==> src/mcsc_pkg.sv <==
/*
  Constants for the master clock source control block: register offsets,
  field positions, reset values and switch-over timing.
  Assumes a 250 MHz pclk and an APB master with 32-bit data.
*/
package mcsc_pkg;

  // ****************************************************************
  // Register map
  // ****************************************************************
  localparam logic [7:0] MCSC_OFS_CFG_ONE  = 8'h00;
  localparam logic [7:0] MCSC_OFS_CFG_TWO  = 8'h04;
  localparam logic [7:0] MCSC_OFS_IN_EN    = 8'h08;
  localparam logic [7:0] MCSC_OFS_LOOP     = 8'h0C;
  localparam logic [7:0] MCSC_OFS_GPIO     = 8'h10;
  localparam logic [7:0] MCSC_OFS_STATUS   = 8'h14;

  // ****************************************************************
  // Field positions
  // ****************************************************************
  localparam int MCSC_F_BUF_MODE_LO = 0;
  localparam int MCSC_F_DOUBLER     = 2;
  localparam int MCSC_F_MCLK_SEL    = 3;
  localparam int MCSC_F_RING_DIS    = 4;
  localparam int MCSC_F_MUX_LO      = 0;
  localparam int MCSC_F_DLOOP_EN    = 3;
  localparam int MCSC_F_GPIO_OUT    = 0;
  localparam int MCSC_F_GPIO_OE     = 1;

  localparam logic [1:0] MCSC_BUF_SINGLE = 2'h2;
  localparam logic [1:0] MCSC_BUF_XTAL   = 2'h1;
  localparam logic [1:0] MCSC_MUX_DLOOP  = 2'h3;

  // ****************************************************************
  // Reset values
  // ****************************************************************
  localparam logic [4:0] MCSC_RST_CFG_ONE = 5'h00;
  localparam logic [7:0] MCSC_RST_CFG_TWO = 8'h00;
  localparam logic [2:0] MCSC_RST_IN_EN   = 3'h0;
  localparam logic [3:0] MCSC_RST_LOOP    = 4'h0;
  localparam logic [1:0] MCSC_RST_GPIO    = 2'h0;

  // ****************************************************************
  // Switch-over timing
  // ****************************************************************
  localparam int MCSC_CLK_PERIOD_NS = 4;
  localparam int MCSC_DEAD_TIME_NS  = 20;
  localparam logic [3:0] MCSC_DEAD_CYCLES =
    4'((MCSC_DEAD_TIME_NS + MCSC_CLK_PERIOD_NS - 1) / MCSC_CLK_PERIOD_NS);

  typedef enum logic [3:0] {
    MCSC_SW_RING = 4'h1,
    MCSC_SW_R2E  = 4'h2,
    MCSC_SW_EXT  = 4'h4,
    MCSC_SW_E2R  = 4'h8
  } mcsc_sw_t;

endpackage : mcsc_pkg

==> src/mcsc_top.sv <==
/*
  Master clock source control: APB register file, reference pin mode,
  doubler, ring oscillator power, input receiver enables, third input
  GPIO and the break-before-make master clock switch sequencer.
  Assumes a single 250 MHz pclk and an APB master; gate enables drive
  an analog clock mux outside this block.
*/
`timescale 1ns/1ns
module mcsc_top (
  input  wire logic        pclk,
  input  wire logic        presetn,
  input  wire logic        psel,
  input  wire logic        penable,
  input  wire logic        pwrite,
  input  wire logic [7:0]  paddr,
  input  wire logic [31:0] pwdata,
  output logic             pready,
  output logic [31:0]      prdata,
  output logic             pslverr,
  input  wire logic        third_input_pos_i,
  output logic             third_input_pos_o,
  output logic             third_input_pos_oe,
  output logic             ref_primary_single_en,
  output logic             xtal_driver_en,
  output logic             doubler_en,
  output logic             ring_osc_pd,
  output logic             ring_gate_en,
  output logic             ext_gate_en,
  output logic [2:0]       input_rx_en,
  output logic             input_block_run,
  output logic [7:0]       master_freq
);

  // ****************************************************************
  // Address decode
  // ****************************************************************
  function automatic logic mcsc_hit(input logic [7:0] a, input logic [7:0] ofs);
    mcsc_hit = (a == ofs);
  endfunction : mcsc_hit

  logic [4:0] master_cfg_one;
  logic [7:0] master_cfg_two;
  logic [2:0] input_enable_reg;
  logic [3:0] loop_cfg;
  logic [1:0] gpio_cfg;
  logic [4:0] next_master_cfg_one;
  logic [7:0] next_master_cfg_two;
  logic [2:0] next_input_enable_reg;
  logic [3:0] next_loop_cfg;
  logic [1:0] next_gpio_cfg;
  logic       wr_cmt;
  logic       mapped;
  logic       gpio_meta;
  logic       gpio_sync;
  logic       combined_mode;

  assign wr_cmt = psel & penable & pready & pwrite;
  assign mapped = mcsc_hit(paddr, mcsc_pkg::MCSC_OFS_CFG_ONE) |
                  mcsc_hit(paddr, mcsc_pkg::MCSC_OFS_CFG_TWO) |
                  mcsc_hit(paddr, mcsc_pkg::MCSC_OFS_IN_EN)   |
                  mcsc_hit(paddr, mcsc_pkg::MCSC_OFS_LOOP)    |
                  mcsc_hit(paddr, mcsc_pkg::MCSC_OFS_GPIO)    |
                  mcsc_hit(paddr, mcsc_pkg::MCSC_OFS_STATUS);

  // ****************************************************************
  // Configuration registers
  // ****************************************************************
  always_comb begin
    next_master_cfg_one   = master_cfg_one;
    next_master_cfg_two   = master_cfg_two;
    next_input_enable_reg = input_enable_reg;
    next_loop_cfg         = loop_cfg;
    next_gpio_cfg         = gpio_cfg;
    if (wr_cmt && mcsc_hit(paddr, mcsc_pkg::MCSC_OFS_CFG_ONE)) begin
      next_master_cfg_one = pwdata[4:0];
    end
    if (wr_cmt && mcsc_hit(paddr, mcsc_pkg::MCSC_OFS_CFG_TWO)) begin
      next_master_cfg_two = pwdata[7:0];
    end
    if (wr_cmt && mcsc_hit(paddr, mcsc_pkg::MCSC_OFS_IN_EN)) begin
      next_input_enable_reg = pwdata[2:0];
    end
    if (wr_cmt && mcsc_hit(paddr, mcsc_pkg::MCSC_OFS_LOOP)) begin
      next_loop_cfg = pwdata[3:0];
    end
    if (wr_cmt && mcsc_hit(paddr, mcsc_pkg::MCSC_OFS_GPIO)) begin
      next_gpio_cfg = pwdata[1:0];
    end
  end

  always_ff @(posedge pclk or negedge presetn) begin
    if (!presetn) begin
      master_cfg_one   <= mcsc_pkg::MCSC_RST_CFG_ONE;
      master_cfg_two   <= mcsc_pkg::MCSC_RST_CFG_TWO;
      input_enable_reg <= mcsc_pkg::MCSC_RST_IN_EN;
      loop_cfg         <= mcsc_pkg::MCSC_RST_LOOP;
      gpio_cfg         <= mcsc_pkg::MCSC_RST_GPIO;
    end else begin
      master_cfg_one   <= next_master_cfg_one;
      master_cfg_two   <= next_master_cfg_two;
      input_enable_reg <= next_input_enable_reg;
      loop_cfg         <= next_loop_cfg;
      gpio_cfg         <= next_gpio_cfg;
    end
  end

  // Combined loop: mux code 11x with digital loop on
  assign combined_mode = (loop_cfg[2:1] == mcsc_pkg::MCSC_MUX_DLOOP) &
                         loop_cfg[mcsc_pkg::MCSC_F_DLOOP_EN];

  // ****************************************************************
  // Master clock switch sequencer
  // ****************************************************************
  mcsc_pkg::mcsc_sw_t sw_state;
  mcsc_pkg::mcsc_sw_t next_sw_state;
  logic [3:0]         dead_cnt;
  logic [3:0]         next_dead_cnt;
  logic               want_ext;

  assign want_ext = master_cfg_one[mcsc_pkg::MCSC_F_MCLK_SEL];

  // Both gates stay off for the dead time so no runt pulse escapes
  always_comb begin
    next_sw_state = sw_state;
    next_dead_cnt = dead_cnt;
    unique case (sw_state)
      mcsc_pkg::MCSC_SW_RING: begin
        if (want_ext) begin
          next_sw_state = mcsc_pkg::MCSC_SW_R2E;
          next_dead_cnt = mcsc_pkg::MCSC_DEAD_CYCLES;
        end
      end
      mcsc_pkg::MCSC_SW_R2E: begin
        if (dead_cnt > 4'h1) begin
          next_dead_cnt = dead_cnt - 4'h1;
        end else begin
          next_dead_cnt = 4'h0;
          next_sw_state = want_ext ? mcsc_pkg::MCSC_SW_EXT : mcsc_pkg::MCSC_SW_RING;
        end
      end
      mcsc_pkg::MCSC_SW_EXT: begin
        if (!want_ext) begin
          next_sw_state = mcsc_pkg::MCSC_SW_E2R;
          next_dead_cnt = mcsc_pkg::MCSC_DEAD_CYCLES;
        end
      end
      mcsc_pkg::MCSC_SW_E2R: begin
        if (dead_cnt > 4'h1) begin
          next_dead_cnt = dead_cnt - 4'h1;
        end else begin
          next_dead_cnt = 4'h0;
          next_sw_state = want_ext ? mcsc_pkg::MCSC_SW_EXT : mcsc_pkg::MCSC_SW_RING;
        end
      end
      default: begin
        next_sw_state = mcsc_pkg::MCSC_SW_RING;
        next_dead_cnt = 4'h0;
      end
    endcase
  end

  always_ff @(posedge pclk or negedge presetn) begin
    if (!presetn) begin
      sw_state <= mcsc_pkg::MCSC_SW_RING;
      dead_cnt <= 4'h0;
    end else begin
      sw_state <= next_sw_state;
      dead_cnt <= next_dead_cnt;
    end
  end

  // ****************************************************************
  // Pin controls and APB answer
  // ****************************************************************
  logic        next_pready;
  logic [31:0] next_prdata;
  logic        next_pslverr;
  logic [31:0] status_word;

  assign status_word = {26'h0, combined_mode, ring_osc_pd, gpio_sync,
                        sw_state == mcsc_pkg::MCSC_SW_EXT,
                        sw_state == mcsc_pkg::MCSC_SW_RING,
                        sw_state == mcsc_pkg::MCSC_SW_R2E || sw_state == mcsc_pkg::MCSC_SW_E2R};

  always_comb begin
    next_pready  = psel & ~penable;
    next_pslverr = psel & ~penable & ~mapped;
    next_prdata  = 32'h0;
    if (psel && !penable && !pwrite) begin
      if (mcsc_hit(paddr, mcsc_pkg::MCSC_OFS_CFG_ONE)) next_prdata = {27'h0, master_cfg_one};
      if (mcsc_hit(paddr, mcsc_pkg::MCSC_OFS_CFG_TWO)) next_prdata = {24'h0, master_cfg_two};
      if (mcsc_hit(paddr, mcsc_pkg::MCSC_OFS_IN_EN))   next_prdata = {29'h0, input_enable_reg};
      if (mcsc_hit(paddr, mcsc_pkg::MCSC_OFS_LOOP))    next_prdata = {28'h0, loop_cfg};
      if (mcsc_hit(paddr, mcsc_pkg::MCSC_OFS_GPIO))    next_prdata = {30'h0, gpio_cfg};
      if (mcsc_hit(paddr, mcsc_pkg::MCSC_OFS_STATUS))  next_prdata = status_word;
    end
  end

  always_ff @(posedge pclk or negedge presetn) begin
    if (!presetn) begin
      pready                <= 1'b0;
      prdata                <= 32'h0;
      pslverr               <= 1'b0;
      gpio_meta             <= 1'b0;
      gpio_sync             <= 1'b0;
      ref_primary_single_en <= 1'b0;
      xtal_driver_en        <= 1'b0;
      doubler_en            <= 1'b0;
      ring_osc_pd           <= 1'b0;
      ring_gate_en          <= 1'b1;
      ext_gate_en           <= 1'b0;
      input_rx_en           <= 3'h0;
      input_block_run       <= 1'b0;
      third_input_pos_o     <= 1'b0;
      third_input_pos_oe    <= 1'b0;
      master_freq           <= 8'h0;
    end else begin
      pready                <= next_pready;
      prdata                <= next_prdata;
      pslverr               <= next_pslverr;
      gpio_meta             <= third_input_pos_i;
      gpio_sync             <= gpio_meta;
      ref_primary_single_en <= master_cfg_one[1:0] == mcsc_pkg::MCSC_BUF_SINGLE;
      xtal_driver_en        <= master_cfg_one[1:0] == mcsc_pkg::MCSC_BUF_XTAL;
      doubler_en            <= master_cfg_one[mcsc_pkg::MCSC_F_DOUBLER];
      // Ring stays powered until the bus has moved to the external clock
      ring_osc_pd           <= master_cfg_one[mcsc_pkg::MCSC_F_RING_DIS] &
                               (next_sw_state == mcsc_pkg::MCSC_SW_EXT);
      ring_gate_en          <= next_sw_state == mcsc_pkg::MCSC_SW_RING;
      ext_gate_en           <= next_sw_state == mcsc_pkg::MCSC_SW_EXT;
      input_rx_en           <= input_enable_reg;
      input_block_run       <= (next_sw_state == mcsc_pkg::MCSC_SW_EXT) &
                               loop_cfg[mcsc_pkg::MCSC_F_DLOOP_EN];
      third_input_pos_o     <= gpio_cfg[mcsc_pkg::MCSC_F_GPIO_OUT];
      third_input_pos_oe    <= gpio_cfg[mcsc_pkg::MCSC_F_GPIO_OE] & ~input_enable_reg[2];
      master_freq           <= master_cfg_two;
    end
  end
endmodule : mcsc_top

==> config.mk <==
export PLATFORM = sky130hd
export DESIGN_NAME = mcsc_top
export DESIGN_NICKNAME = d
export VERILOG_FILES = /design/src/mcsc_pkg.sv /design/src/mcsc_top.sv
export SDC_FILE = /design/constraint.sdc
export NUM_CORES = 1
export LEC_CHECK = 0
export BUFFER_PORTS_ARGS = -buffer_cell sky130_fd_sc_hd__buf_4
export CAP_MARGIN = 20
export CORE_MARGIN = 10
export CORE_UTILIZATION = 25
export DETAILED_ROUTE_END_ITERATION = 12
export GPL_TIMING_DRIVEN = 0
export PLACE_DENSITY = 0.53
export RECOVER_POWER = 100
export REMOVE_ABC_BUFFERS = 1
export SKIP_CTS_REPAIR_TIMING = 1
export SYNTH_ARGS = -nofsm -noshare
export SYNTH_HDL_FRONTEND = slang
export SYNTH_SLANG_ARGS = --single-unit
==> constraint.sdc <==
create_clock -name pclk -period 2.7 [get_ports pclk]
set_clock_uncertainty 0.2 [all_clocks]
set_input_delay 0.135 -clock pclk [delete_from_list [all_inputs] [get_ports pclk]]
set_output_delay 0.135 -clock pclk [all_outputs]
set_load 0.01 [all_outputs]
Word level (Yosys, flattened, before mapping)

Index checks and enable logic that the tools add are counted.

Register bits after elaboration: 86
Input port bits: 46
Output and inout port bits: 54
Word-level logic and storage cells: 87

Add/subtract/negate cells: 1
Order comparisons: 1
Eq/ne operators: 16
Multiplexer cells: 16
Bitwise logic cells: 17
Reductions and logical operators: 13

Operators with widths:

| kind                                                | count |
|---|---|
| two-way mux 32 bit                                  | 6 |
| two-way mux 4 bit                                   | 6 |
| one-hot mux 4 bit (3 select lines)                  | 2 |
| == test 8 x 4 -> 1 bit (second input constant)      | 2 |
| == test 8 x 5 -> 1 bit (second input constant)      | 2 |
| bitwise AND 1 bit                                   | 9 |
| == test 4 x 1 -> 1 bit (second input constant)      | 2 |
| == test 4 x 3 -> 1 bit (second input constant)      | 2 |
| == test 8 x 3 -> 1 bit (second input constant)      | 1 |
| zero test 8 bit                                     | 1 |
| logical AND 1 bit                                   | 7 |
| two-way mux 5 bit                                   | 1 |
| OR 1 bit                                            | 5 |
| == test 2 bit (second input constant)               | 2 |
| == test 4 x 2 -> 1 bit (second input constant)      | 1 |
| == test 4 bit (second input constant)               | 1 |
| > comparator 4 x 1 -> 1 bit (second input constant) | 1 |
| inequality test 2 bit (second input constant)       | 2 |
| subtractor 4 x 1 -> 4 bit (second input constant)   | 1 |
| two-way mux 3 bit                                   | 1 |
| NOT 1 bit                                           | 3 |
| == test 2 x 1 -> 1 bit (second input constant)      | 1 |
| zero test 1 bit                                     | 2 |
| AND reduction 2 bit                                 | 1 |
| other kinds (2)                                     | 2 |

Longest topological paths before layout

Depth after elaboration: 8
Gate-level depth with buffers: 6
Depth with buffers taken out: 6

Least setup slack after synthesis

No wires, ideal clock.

Path kind: input to register
From: input port paddr[1]
To: register loop_cfg[0]
Library setup time: 0.125 ns
Arrival: 1.709 ns
Data required time: 2.375 ns
Slack: 0.666 ns
Cell stages on the path: 4
Path buffers: 0
Path through: or3_4 or4_4 or3_4 mux2_4

Cells in the longest elaborated chain, start to end: 2

Ends and longest elaborated chain:

| element                | line            | text |
|---|---|---|
| from (decl)            | mcsc_top.sv:15  | `input wire logic [7:0] paddr,` |
| == test 8 x 4 -> 1 bit | mcsc_top.sv:38  | `mcsc_hit = (a == ofs);` |
| logical AND 1 bit      | mcsc_top.sv:83  | `if (wr_cmt && mcsc_hit(paddr, mcsc_pkg::MCSC_OFS_LOOP)) begin` |
| to (signal assigned)   | mcsc_top.sv:96  | `loop_cfg <= mcsc_pkg::MCSC_RST_LOOP;` |
| to (signal assigned)   | mcsc_top.sv:102 | `loop_cfg <= next_loop_cfg;` |
| to (decl)              | mcsc_top.sv:44  | `logic [3:0] loop_cfg;` |

Every way passes these cells.
A chain may end at the register's enable or synchronous reset.

Final worst setup path

From: input port paddr[4]
To: register loop_cfg[3]

Same word-level chain as after synthesis.

==> results.yml <==
logic_synthesis:
  synth_edf_count: 0
  synthCells: 227
  yosys.area_share.simple_pct: 13.3
  ys_warn_count: 0
  synth_top_family_by_area: "simple AND/OR/NAND/NOR gates"
  yosys_most_used_dff: "dfrtp_1"
  ys_async_sr_fraction_pct: 100
  syn_avg_cell_area_um2: 12.0
  synth_mux_area_share_pct: 12.8
  synth-compound-area-share_pct: 6.81
  synth_cell_types: 40
  ys_seq_area_share_pct: 57.2
  synth_fa_ha_area_share_pct: 0.920
  ys_ff_latch: 62
  synth_area_um2: 2720
  synth_xor_area_share_pct: 0.322
finish:
  final_cell_mix: "dfrtp_1 (60), clkbuf_1 (36), conb_1 (24), mux2_2 (20), dlygate4sd3_1 (17)"
  final_cells: 443
  antennaDiodeCount: 0
  final_common_cell: "dfrtp_1"
  ff_latch_area_um2: 1550
  syn2layout_area_growth_pct: 24.4
  top_regs: "master_cfg_two: 8 flops, master_freq: 8 flops, prdata: 8 flops"
  fill_cells: 1139
  layout-drive-gt1-share_pct: 20.1
  fin_nets: 346
  multi_input_area_um2: 1000
critical_path:
  worst-setup-path-type: "input pin to flop"
  critPathMaxFanout: 15
  rr_startpoint: "dead_cnt[0]"
  crit_path_end_kind: "flop"
  cp.required_ns: 2.71
  cp_data_arrival_time_ns: 2.62
  reg2reg_to: "input_block_run"
  r2r_slack_ns: 0.36
  startpoint_type: "input pin"
  r2r_cells: 6
timing:
  setup_viol: 0
  grt_setup_unrepaired: "false"
  worstMarginPinSlew_ns: 1.53
  max_slew_margin_pct: -1.73
  tns_ns: 0
  final-hold-violation-count: 0
  min_period_ns: 2.60
  post-route-period-util_pct: 96.5
  slew_viol_final: 63
  timing.fmax_mhz: 384
global_route:
  grt_pass1_wl_mm: 10.6
  gr-max-usage-layer: "met2"
  grt_pass1_vias: 1927
  grt_util_met2_pct: 13.4
  grt_max_degree: 63
  use_met3_pct: 4.04
  grt-ovfl-total: 0
  use_met1_pct: 9.99
  grt.total_usage_pct: 8.49
  antenna_found_initial: 0
power:
  p_per_area_nw_per_um2: 566
  power.internal_uw: 1480
  pwr-share-clk_pct: 42.3
  p_leak_uw: 0.00159
  netSwitchingFraction_pct: 22.6
  finalPower_uw: 1920
  p_switching_uw: 434
  seqPwrFrac_pct: 49.8
  p_comb_share_pct: 7.8
  ir_drop_mv: 0.243
die:
  die_y_um: 124
  die_w_um: 124
  dieArea_um2: 15400
  num_io_pins: 100
  start_util_pct: 25.3
  core_area_um2: 10700
  rows: 38
cts:
  cts_made_buffers: 9
  cts_max_level: 3
  clk_pin_slew_ns: 0.06
  cts_tree: "done"
  clkSinkCount: 62
  clk_path_buf_depth: 2
  cts-root-buf: "clkbuf_8"
  clk_latency_ns: 0.33
routing:
  drt_wl_total_mm: 6.64
  initialDrtViolationCount: 120
  vias: 1820
  drc: 0
  drtPass1Iterations: 4
  via_per_inst: 4.11
  detail_route.wl_per_cell_um: 15.0
  ant_nets: 0
min_path:
  hp-start: "paddr[2]"
  holdPathStages: 3
  worst_hold_path_type: "input pin to flop"
  hold-path-endpoint: "prdata[0]"
run_status:
  status: "finished, violations left"
  violations: "capacitance limit, slew limit"
placed_design:
  place.detailed.hpwl_mm: 4.91
  portBuffers: 51
  gp_congestion: 0.788
  placed_cells_incl_taps: 410
run:
  maxCapViolations: 1
-- synth_stat cells (4+ instances only) --
library cell  instances  share of area (%)
a21oi_1               8                1.5
a31oi_1               7                1.6
buf_4                24                6.6
clkbuf_1              6               0.83
dfrtp_1              60                 55
inv_1                 7               0.97
mux2_2               20                8.3
mux2_4                4                2.2
mux2i_1               4                1.5
nand2_1              16                2.2
nand4_1               4               0.92
nor2_1               10                1.4
nor2b_1               7                1.6
nor3_1                5               0.92
o21ai_0               8                1.5
-- how the worst max path moves through the flow --
stage / startpoint / endpoint / slack [ns] / cells after the start
global placement: paddr[1] / master_cfg_two[6] / 0.24 / 5
floorplan: paddr[1] / loop_cfg[0] / 0.67 / 4
finish: paddr[4] / loop_cfg[3] / 0.1 / 7
global route: paddr[3] / master_cfg_two[6] / 0.02 / 5
detailed placement: paddr[1] / master_cfg_two[6] / 0.18 / 5
CTS: dead_cnt[0] / input_block_run / 0.35 / 6
-- power by group through the flow --
stage / Combinational (uW) / Sequential (uW) / Clock (uW)
after floorplan: 61.9 / 970 / 0
after global placement: 132 / 970 / 0
after detailed placement: 136 / 971 / 0
after CTS: 136 / 954 / 847
after global routing: 171 / 955 / 889
final: 150 / 954 / 811
-- logic make-up (layout without fill, tap and decap cells) --
family / after synthesis / in the layout
and+or+nand+nor: 63 / 63
muxes: 29 / 29
buffers and inverters: 38 / 91
DFF: 62 / 62
adders and majority gates: 2 / 2
AOI/OAI and AO/OA: 31 / 31
xor gates and xnor gates: 1 / 1
other: 1 / 24
-- critical path: stages --
cell and delay, ns:
dlygate4sd3_1 0.54, clkbuf_1 0.34, inv_1 0.30, nand2_1 0.10, or4_1 0.43, or3_4 0.44
mux2_1 0.33
-- routing by layer --
metal | vias to the layer above | routed length, um
met3 | 9 | 350
met5 | - | 0
met1 | 885 | 3030
met4 | 0 | 65
met2 | 47 | 3200
li1 | 879 | -
-- layout make-up --
| cell class | instances | area share (%) |
|---|---|---|
| tap | 140 | 5.18 |
| multi-input combinational | 150 | 29.6 |
| sequential | 62 | 45.9 |
| timing repair buffer | 68 | 12.7 |
| clock inverter | 1 | 0.888 |
| clock buffer | 15 | 4.92 |
| inverter | 7 | 0.777 |
-- per-stage QoR --
| step | cell area, um^2 | worst slack, ns | util, % | hold WS (ns) |
|---|---|---|---|---|
| 3_5_place_dp | 3160 | 0.177 | 29.4 | 0.0455 |
| 5_1_grt | 3380 | 0.0238 | 31.5 | 0.0425 |
| 2_1_floorplan | 2600 | 0.666 | - | -0.361 |
| 4_1_cts | 3350 | 0.347 | 31.2 | -0.316 |
| 6_report | 3380 | 0.0953 | 31.5 | 0.0561 |
| 3_3_place_gp | 3160 | 0.237 | 29.4 | 0.0462 |
(Power assumes the default switching activity.)
